File: config.mk
export PLATFORM = sky130hd
export DESIGN_NAME = ppa_accum
export DESIGN_NICKNAME = d
export VERILOG_FILES = /design/src/ppa_pkg.sv /design/src/ppa_accum.sv /design/src/ppa_tick.sv
export SDC_FILE = /design/constraint.sdc
export NUM_CORES = 1
export LEC_CHECK = 0
export BUFFER_PORTS_ARGS = -buffer_cell sky130_fd_sc_hd__buf_4
export CAP_MARGIN = 10
export CELL_PAD_IN_SITES_DETAIL_PLACEMENT = 0
export CELL_PAD_IN_SITES_GLOBAL_PLACEMENT = 1
export CORE_ASPECT_RATIO = 0.5
export CORE_MARGIN = 1
export CORE_UTILIZATION = 30
export DETAILED_ROUTE_END_ITERATION = 7
export PLACE_DENSITY_LB_ADDON = 0.1
export SETUP_SLACK_MARGIN = 0.02
export SLEW_MARGIN = 20
export SYNTH_ARGS = -nofsm -noshare
export SYNTH_HDL_FRONTEND = slang
export SYNTH_SLANG_ARGS = --single-unit
File: constraint.sdc
create_clock -name clock -period 3.65 [get_ports clock]
set_input_delay 0.5475 -clock clock [delete_from_list [all_inputs] [get_ports clock]]
set_output_delay 0.5475 -clock clock [all_outputs]
set_load 0.02 [all_outputs]
File: src/ppa_pkg.sv
package ppa_pkg;

  // clock and time base
  localparam int         CLK_PERIOD_NS = 4;
  localparam int         US_NS         = 1000;
  localparam logic [7:0] US_CYCLES     = 8'(US_NS / CLK_PERIOD_NS);
  localparam logic [7:0] PRECON_US     = 8'h01;

  // per-slot pattern register map
  localparam int          NUM_SLOTS    = 4;
  localparam logic [15:0] PATTERN_BASE = 16'h010d;
  localparam logic [15:0] SLOT_STRIDE  = 16'h0020;
  localparam logic [15:0] PATTERN_RST  = 16'h0000;
  localparam logic [15:0] PATTERN_MASK = 16'hf0ff;
  localparam int          REV_LSB      = 0;
  localparam int          SUB_LSB      = 4;
  localparam int          LED_LSB      = 12;

  // datapath
  localparam int          ADC_W         = 16;
  localparam int          ACC_W         = 33;
  localparam logic [32:0] MIDSCALE_BIAS = 33'h000000800;

  // modulation select codes
  localparam logic [1:0] MOD_CONT  = 2'h0;
  localparam logic [1:0] MOD_FLOAT = 2'h1;

  typedef enum logic [2:0] {
    ST_IDLE    = 3'h0,
    ST_PRECON  = 3'h1,
    ST_PHASE_A = 3'h2,
    ST_PHASE_B = 3'h3,
    ST_CONVERT = 3'h4,
    ST_PAD     = 3'h5,
    ST_WRITE   = 3'h6,
    ST_FLOAT   = 3'h7
  } ppa_state_t;

endpackage

File: src/ppa_accum.sv
// Summary of operation
// RL1 - four-bit chop pattern covers pulses one to four, then repeats per group
// RL2 - inverted-integration pulses are subtracted, normal ones added
// RL3 - bits 7:4 subtract pattern, set bit negates that position, lsb first pulse
// RL4 - bits 3:0 reverse pattern, set bit swaps integrator phase order
// RL5 - pattern 0xa inverts and subtracts pulses two and four
// RL6 - software programs an even pulse count when chopping
// RL7 - software should keep chopping on in continuous connection mode
// RL8 - software zeroes both converter offset trims when chopping
// RL9 - midscale bias enable adds 2048 codes to the final result
// RL10 - each slot has its own pattern register, 0x020 apart
// RL11 - float mode: precondition, disconnect anode for float time, reconnect
// RL12 - float mode bypasses the bandpass stage
// RL13 - float mode charge transfer lies inside the negative phase
// RL14 - negative integration phase is centred on the charge transfer
// RL15 - software uses even equal-length pulses, led lit in one per pair
// RL16 - suppress pattern bit per position decides if the emitter fires
// RL17 - suggested: led on pulses two and three, add those, subtract others
// RL18 - with one integration per conversion, repeat count gives pulse total
// RL19 - exactly one output write of the combined value per sample
// RL20 - software sets minimum period to cover float plus connect time
// RL21 - modulation select 0 is continuous, 0x1 is float
// RL22 - software sets float mode repeat count to a multiple of two
// RL23 - pulse position and accumulator restart at each sample
// RL24 - accumulator holds the full signed sum without overflow
`timescale 1ns/1ns
`default_nettype none
module ppa_accum
  import ppa_pkg::*;
(
  // clock and reset
  input  wire logic              clock,
  input  wire logic              nrst,
  // pattern register port
  input  wire logic              reg_wr,
  input  wire logic              reg_rd,
  input  wire logic [15:0]       reg_addr,
  input  wire logic [15:0]       reg_wdata,
  output logic      [15:0]       reg_rdata,
  // sample control
  input  wire logic              sample_start,
  input  wire logic [1:0]        sample_slot,
  input  wire logic [7:0]        num_int,
  input  wire logic [7:0]        num_repeat,
  input  wire logic [1:0]        modulation_select,
  input  wire logic              midscale_bias_enable,
  input  wire logic [9:0]        min_period,
  input  wire logic [4:0]        integ_width,
  input  wire logic [7:0]        float_time,
  output logic                   busy,
  // analog receive path and emitter
  output logic                   precon_en,
  output logic                   anode_connect,
  output logic                   bandpass_stage_bypass,
  output logic                   integ_pos,
  output logic                   integ_neg,
  output logic                   emitter_fire,
  output logic                   adc_start,
  input  wire logic              adc_valid,
  input  wire logic [ADC_W-1:0]  adc_data,
  // output buffer
  output logic                   out_wr,
  output logic [ACC_W-1:0]       out_data
);

  ////////////////////////////////////////////////////////////////////////////
  // pattern registers, one per slot

  logic [15:0]      pat_reg_ff [NUM_SLOTS];
  logic [15:0]      rd_mux;
  logic [15:0]      rdata_ff;

  for (genvar g = 0; g < NUM_SLOTS; g++) begin : g_slot
    localparam logic [15:0] SLOT_ADDR = PATTERN_BASE + 16'(g) * SLOT_STRIDE;
    always_ff @(posedge clock or negedge nrst) begin
      if (!nrst) begin
        pat_reg_ff[g] <= PATTERN_RST;
      end else if (reg_wr && reg_addr == SLOT_ADDR) begin // RL10
        pat_reg_ff[g] <= reg_wdata & PATTERN_MASK;
      end
    end
  end

  always_comb begin
    rd_mux = 16'h0000;
    for (int i = 0; i < NUM_SLOTS; i++) begin
      if (reg_addr == PATTERN_BASE + 16'(i) * SLOT_STRIDE) begin
        rd_mux = pat_reg_ff[i];
      end
    end
  end

  always_ff @(posedge clock or negedge nrst) begin
    if (!nrst) begin
      rdata_ff <= 16'h0000;
    end else if (reg_rd) begin
      rdata_ff <= rd_mux;
    end
  end

  assign reg_rdata = rdata_ff;

  ////////////////////////////////////////////////////////////////////////////
  // sample sequencer

  ppa_state_t       state_ff;
  ppa_state_t       nxt_state;
  logic [15:0]      pat_ff;
  logic             float_ff;
  logic [1:0]       pos_ff;
  logic [15:0]      left_ff;
  logic [7:0]       ph_cnt_ff;
  logic [9:0]       us_cnt_ff;
  logic [7:0]       target;
  logic             tick;
  logic             ph_done;
  logic [15:0]      total;
  logic             rev_bit;
  logic             sub_bit;
  logic             led_off;
  logic             a_neg;

  assign total   = 16'(num_int * num_repeat); // RL18
  assign rev_bit = pat_ff[REV_LSB + 32'(pos_ff)]; // RL1 RL4
  assign sub_bit = pat_ff[SUB_LSB + 32'(pos_ff)]; // RL1 RL3
  assign led_off = pat_ff[LED_LSB + 32'(pos_ff)]; // RL16

  always_comb begin
    unique case (state_ff)
      ST_PRECON:            target = PRECON_US;
      ST_FLOAT:             target = float_time;
      ST_PHASE_A, ST_PHASE_B: target = {3'h0, integ_width};
      ST_IDLE, ST_CONVERT, ST_PAD, ST_WRITE: target = 8'h00;
    endcase
  end

  assign ph_done = tick && (ph_cnt_ff + 8'h01 >= target);

  always_comb begin
    nxt_state = state_ff;
    unique case (state_ff)
      ST_IDLE:    if (sample_start) nxt_state = (total == 16'h0000) ? ST_WRITE : ST_PRECON;
      ST_PRECON:  if (ph_done) nxt_state = float_ff ? ST_FLOAT : ST_PHASE_A; // RL11
      ST_FLOAT:   if (ph_done) nxt_state = ST_PHASE_A; // RL11
      ST_PHASE_A: if (ph_done) nxt_state = ST_PHASE_B;
      ST_PHASE_B: if (ph_done) nxt_state = ST_CONVERT;
      ST_CONVERT: if (adc_valid) nxt_state = ST_PAD;
      ST_PAD:     if (us_cnt_ff >= min_period) nxt_state = (left_ff == 16'h0000) ? ST_WRITE : ST_PRECON;
      ST_WRITE:   nxt_state = ST_IDLE;
    endcase
  end

  always_ff @(posedge clock or negedge nrst) begin
    if (!nrst) begin
      state_ff <= ST_IDLE;
    end else begin
      state_ff <= nxt_state;
    end
  end

  ppa_tick u_tick (
    .clock (clock),
    .nrst  (nrst),
    .clear (nxt_state != state_ff),
    .tick  (tick)
  );

  // phase and period timing in microseconds
  always_ff @(posedge clock or negedge nrst) begin
    if (!nrst) begin
      ph_cnt_ff <= 8'h00;
    end else if (nxt_state != state_ff) begin
      ph_cnt_ff <= 8'h00;
    end else if (tick) begin
      ph_cnt_ff <= ph_cnt_ff + 8'h01;
    end
  end

  always_ff @(posedge clock or negedge nrst) begin
    if (!nrst) begin
      us_cnt_ff <= 10'h000;
    end else if (nxt_state == ST_PRECON && state_ff != ST_PRECON) begin
      us_cnt_ff <= 10'h000;
    end else if (tick && us_cnt_ff != 10'h3ff) begin
      us_cnt_ff <= us_cnt_ff + 10'h001;
    end
  end

  // per-sample configuration capture
  always_ff @(posedge clock or negedge nrst) begin
    if (!nrst) begin
      pat_ff   <= PATTERN_RST;
      float_ff <= 1'b0;
    end else if (state_ff == ST_IDLE && sample_start) begin
      pat_ff   <= pat_reg_ff[sample_slot];
      float_ff <= (modulation_select == MOD_FLOAT); // RL21
    end
  end

  // pulse position and remaining pulse count
  always_ff @(posedge clock or negedge nrst) begin
    if (!nrst) begin
      pos_ff  <= 2'h0;
      left_ff <= 16'h0000;
    end else if (state_ff == ST_IDLE && sample_start) begin
      pos_ff  <= 2'h0; // RL23
      left_ff <= total; // RL18
    end else if (state_ff == ST_CONVERT && adc_valid) begin
      pos_ff  <= pos_ff + 2'h1; // RL1
      left_ff <= left_ff - 16'h0001;
    end
  end

  ////////////////////////////////////////////////////////////////////////////
  // analog path controls

  assign a_neg                 = float_ff | rev_bit; // RL4 RL5 RL13
  assign busy                  = (state_ff != ST_IDLE);
  assign precon_en             = (state_ff == ST_PRECON);
  assign bandpass_stage_bypass = float_ff; // RL12
  assign integ_neg             = (state_ff == ST_PHASE_A && a_neg) ||
                                 (state_ff == ST_PHASE_B && !a_neg); // RL14
  assign integ_pos             = (state_ff == ST_PHASE_A && !a_neg) ||
                                 (state_ff == ST_PHASE_B && a_neg);
  assign anode_connect         = float_ff ? (state_ff == ST_PHASE_A) : // RL11 RL13
                                 (state_ff == ST_PHASE_A || state_ff == ST_PHASE_B ||
                                  state_ff == ST_CONVERT || state_ff == ST_PAD);
  assign emitter_fire          = !led_off && (float_ff ? (state_ff == ST_FLOAT)
                                                       : (state_ff == ST_PHASE_A)); // RL16

  logic adc_start_ff;

  always_ff @(posedge clock or negedge nrst) begin
    if (!nrst) begin
      adc_start_ff <= 1'b0;
    end else begin
      adc_start_ff <= (state_ff == ST_PHASE_B && ph_done);
    end
  end

  assign adc_start = adc_start_ff;

  ////////////////////////////////////////////////////////////////////////////
  // accumulator and output write

  logic signed [ACC_W-1:0] acc_ff; // RL24
  logic signed [ACC_W-1:0] adc_ext;
  logic                    out_wr_ff;
  logic [ACC_W-1:0]        out_data_ff;

  assign adc_ext = ACC_W'({1'b0, adc_data});

  always_ff @(posedge clock or negedge nrst) begin
    if (!nrst) begin
      acc_ff <= '0;
    end else if (state_ff == ST_IDLE && sample_start) begin
      acc_ff <= '0; // RL23
    end else if (state_ff == ST_CONVERT && adc_valid) begin
      acc_ff <= sub_bit ? acc_ff - adc_ext : acc_ff + adc_ext; // RL2 RL3
    end
  end

  always_ff @(posedge clock or negedge nrst) begin
    if (!nrst) begin
      out_wr_ff   <= 1'b0;
      out_data_ff <= '0;
    end else begin
      out_wr_ff <= (state_ff == ST_WRITE); // RL19
      if (state_ff == ST_WRITE) begin
        out_data_ff <= acc_ff + (midscale_bias_enable ? MIDSCALE_BIAS : '0); // RL9
      end
    end
  end

  assign out_wr   = out_wr_ff;
  assign out_data = out_data_ff;
endmodule
`default_nettype wire

File: src/ppa_tick.sv
`timescale 1ns/1ns
`default_nettype none
module ppa_tick
  import ppa_pkg::*;
(
  // clock and reset
  input  wire logic clock,
  input  wire logic nrst,
  // control
  input  wire logic clear,
  output logic      tick
);

  logic [7:0] cnt_ff;
  logic       tick_ff;

  // one-cycle enable every microsecond, realigned by clear
  always_ff @(posedge clock or negedge nrst) begin
    if (!nrst) begin
      cnt_ff  <= 8'h00;
      tick_ff <= 1'b0;
    end else if (clear) begin
      // the clearing edge counts as the first cycle of the new microsecond
      cnt_ff  <= 8'h01;
      tick_ff <= 1'b0;
    end else if (cnt_ff == US_CYCLES - 8'h01) begin
      cnt_ff  <= 8'h00;
      tick_ff <= 1'b1;
    end else begin
      cnt_ff  <= cnt_ff + 8'h01;
      tick_ff <= 1'b0;
    end
  end

  assign tick = tick_ff;

endmodule
`default_nettype wire

==> flow_summary.ini <==
[power_and_ir_drop]
worst_ir_drop_vdd_uv = 347
power_leakage_nw = 8.99
power.density_mw_per_mm2 = 543

[floorplanning]
std_cell_rows = 54
die_height_um = 152
coreArea_mm2 = 0.0441
die_x_um = 302
die_area_mm2 = 0.0460
initial_core_util = 0.307
io_pins = 156

[place]
gp_congestion = 0.823
io_buffer_count = 147
dp_hpwl_mm = 29.0
placed_cell_area_mm2 = 0.0168

[critical_path]
r2r_end = acc_ff[29]
cp_slowest_cell = fa_1
crit_path_start_kind = primary input
cp_cell_sequence = buf_12 > nand2_4 > fa_1 > fa_1 > fa_1 > fa_1 > inv_2 > ha_4 > buf_4 > o21a_1 > o21ai_2 > a21oi_4 > or3_4 > a2111oi_4 > and4bb_4 > buf_12 > nor4b_4 > a211oi_2
critPathBufInv = 4
cpMostUsedCell = fa_1
cp_top_family = adder cells
crit_path_end_kind = flop
crit_fanout = 7
reg2reg_from = pos_ff[0]
reg2reg_depth = 17
ff2ff_setup_slack_ps = -50
path_class = in -> reg
slowest_delay_ps = 580
cp.arrival_ps = 4970
required_ps = 4030

[logic_synthesis]
avgSynthCellArea_um2 = 9.04
ys_warn_count = 0
ys_ff_latch = 189
yosysSeqAreaShare = 0.349
synth_cell_types = 71
synth_edf_count = 0
synth_top_flop_cell = dfrtp_1
synthArstFlopShare = 1.00
synth_cells = 1498
syn_area_mm2 = 0.0135

[timing]
whs_ps = 73.3
fmax_ghz = 0.218
maxSlewHeadroom = 0.348
fin_tns_setup_ps = -13910
timing.final.crit_period_ps = 4590
finalMaxSlewViolations = 0
setup_violations = 25
rsz0062_at_grt = true
finalClockSkew_ps = 16.5
tightest_slew_ps = 970
timing.final.ws_setup_ps = -944
hold_viol = 0
fin_crit_sh = 1.26

[detailed_routing]
first_pass_iters = 5
ant_nets = 0
drc = 0
dr_total_vias = 12000
routedWlPerCell_um = 16.4
drtIter0Drc = 485
vias_per_cell = 4.91
drt-total-wl_mm = 40.2

[global_routing]
grt.total_usage = 0.177
grt_max_degree = 69
grt_pass1_wl_mm = 65.3
antenna_found_initial = 0
grt-ovfl-total = 0
grt_pass1_vias = 12300

[cells_and_area]
layout-drive-gt1-share = 0.356
synthToLayoutAreaGrowth_pct = 40.7
fin_area_mm2 = 0.0190
post-route-util = 0.432
diodes = 0
final_cell_mix = 320 x buf_4, 194 x nand2_1, 189 x dfrtp_1
final_common_cell = buf_4
nets = 2075

[clock_network]
max-clock-path-buffers = 2
cts_root_buffer = clkbuf_16
numClockSinks = 189
clk_pin_slew_ps = 100
cts_buffers = 17
cts_tree = built
clk_latency_ps = 470
htree_levels = 4

[worst_hold_path]
hold_path_class = in -> async

[outcome]
violations = negative setup slack
outcome = complete, but fails checks

[job]
cap_viol_max_count = 0
[report_power, final]
group	internal (mW)	switching (mW)
clock	0.952	1.05
combinational	2.83	2.71
sequential	2.47	0.342
[cells by family (layout without fill, tap and decap cells)]
family | after synthesis | after routing | share of synthesized area
flops | 189 | 189 | 0.349
buf+inv | 154 | 510 | 0.0439
fa+ha+maj | 132 | 132 | 0.143
simple gates | 546 | 547 | 0.186
xor+xnor | 96 | 96 | 0.0621
mux | 68 | 68 | 0.0687
compound gates | 312 | 312 | 0.147
other cells | 1 | 4 | 0.000277
[worst reg2reg max path: stages, from the launching register on]
cell	delay, ps
dfrtp_1	380
mux4_2	600
buf_8	180
buf_6	120
o21ai_4	170
buf_12	150
nor2_4	60
ha_4	210
a211oi_2	200
nor2_2	80
nor4_2	280
buf_4	160
o2111a_2	260
o31ai_4	90
a41oi_2	270
buf_4	150
xor2_1	130
o21ai_1	70
[sequential cells by signal (all words and copies together), names as in the netlist]
signal                 flops
state_ff                   3
adc_start                  1
out_wr                     1
acc_ff                    33
out_data                  33
pat_reg_ff                48
u_tick.cnt_ff              8
us_cnt_ff                 10
bandpass_stage_bypass      1
u_tick.tick                1
pat_ff                    12
reg_rdata                 12
left_ff                   16
pos_ff                     2
ph_cnt_ff                  8
[worst max-delay path by stage]
stage / end / slack (ps) / cells past startpoint / from
3_5_place_dp: us_cnt_ff[5] / -1870 / 17 / num_repeat[3]
6_report: us_cnt_ff[8] / -940 / 18 / num_repeat[2]
5_1_grt: us_cnt_ff[3] / -1080 / 19 / num_repeat[2]
4_1_cts: us_cnt_ff[8] / -870 / 20 / num_repeat[2]
2_1_floorplan: us_cnt_ff[0] / -1100 / 16 / num_repeat[5]
3_3_place_gp: us_cnt_ff[0] / -1690 / 18 / num_int[2]
[Yosys cell counts (5+ instances only)]
library cell	instances	share of area
buf_1	6	0.0017
o21a_1	14	0.0078
and2_1	35	0.016
o21ai_1	5	0.0018
nor3_1	25	0.0092
o31ai_1	6	0.0033
clkbuf_1	46	0.013
and3_1	14	0.0065
xnor2_1	51	0.033
dfrtp_1	189	0.35
o211ai_1	9	0.0050
a22oi_1	26	0.014
fa_1	37	0.055
mux2_2	49	0.041
ha_1	95	0.088
a21o_1	22	0.012
a31oi_1	22	0.010
o21ai_0	102	0.038
nand3_1	63	0.023
a21oi_1	50	0.018
nor2b_1	7	0.0032
mux4_2	15	0.025
xor2_1	45	0.029
o21bai_1	6	0.0033
nand2b_1	12	0.0055
nand2_1	218	0.060
nor2_1	123	0.034
inv_1	96	0.027
a211oi_1	11	0.0061
nand4_1	13	0.0060
nor4_1	6	0.0028
or2_2	6	0.0028
[layer usage]
metal / wire length (um) / vias up / global-route usage
met2: 18900 / 178 / 0.289
met5: 0 / - / 0
li1: - / 5930 / -
met1: 19800 / 5879 / 0.249
met3: 1170 / 28 / 0.0254
met4: 426 / 0 / 0.0349
[stage by stage]
stage	power [mW]	setup slack [ps]	instances
global placement	7.16	-1690	2368
floorplan	5.36	-1100	1501
detailed placement	7.20	-1870	2368
finish	10.3	-944	2446
global route	11.1	-1080	2446
CTS	9.99	-874	2426
[what timing repair did]
item / in CTS / in global routing
resized for setup: 146 / 140
cloned: 2 / 0
hold buffers: 0 / 0
pin swaps: 65 / 102
setup buffers: 27 / 29
endpoints found under the setup margin: 33 / 54
[cell type report]
class                           instances  area [um^2]
Tap cell                              588          736
Timing Repair Buffer                  381         3220
Inverter                               97          367
Clock inverter                         15          211
Fill cell                            4289        25000
Sequential cell                       189         4730
Multi-Input combinational cell       1159         9360
Clock buffer                           17          425
(Power assumes the default switching activity.)
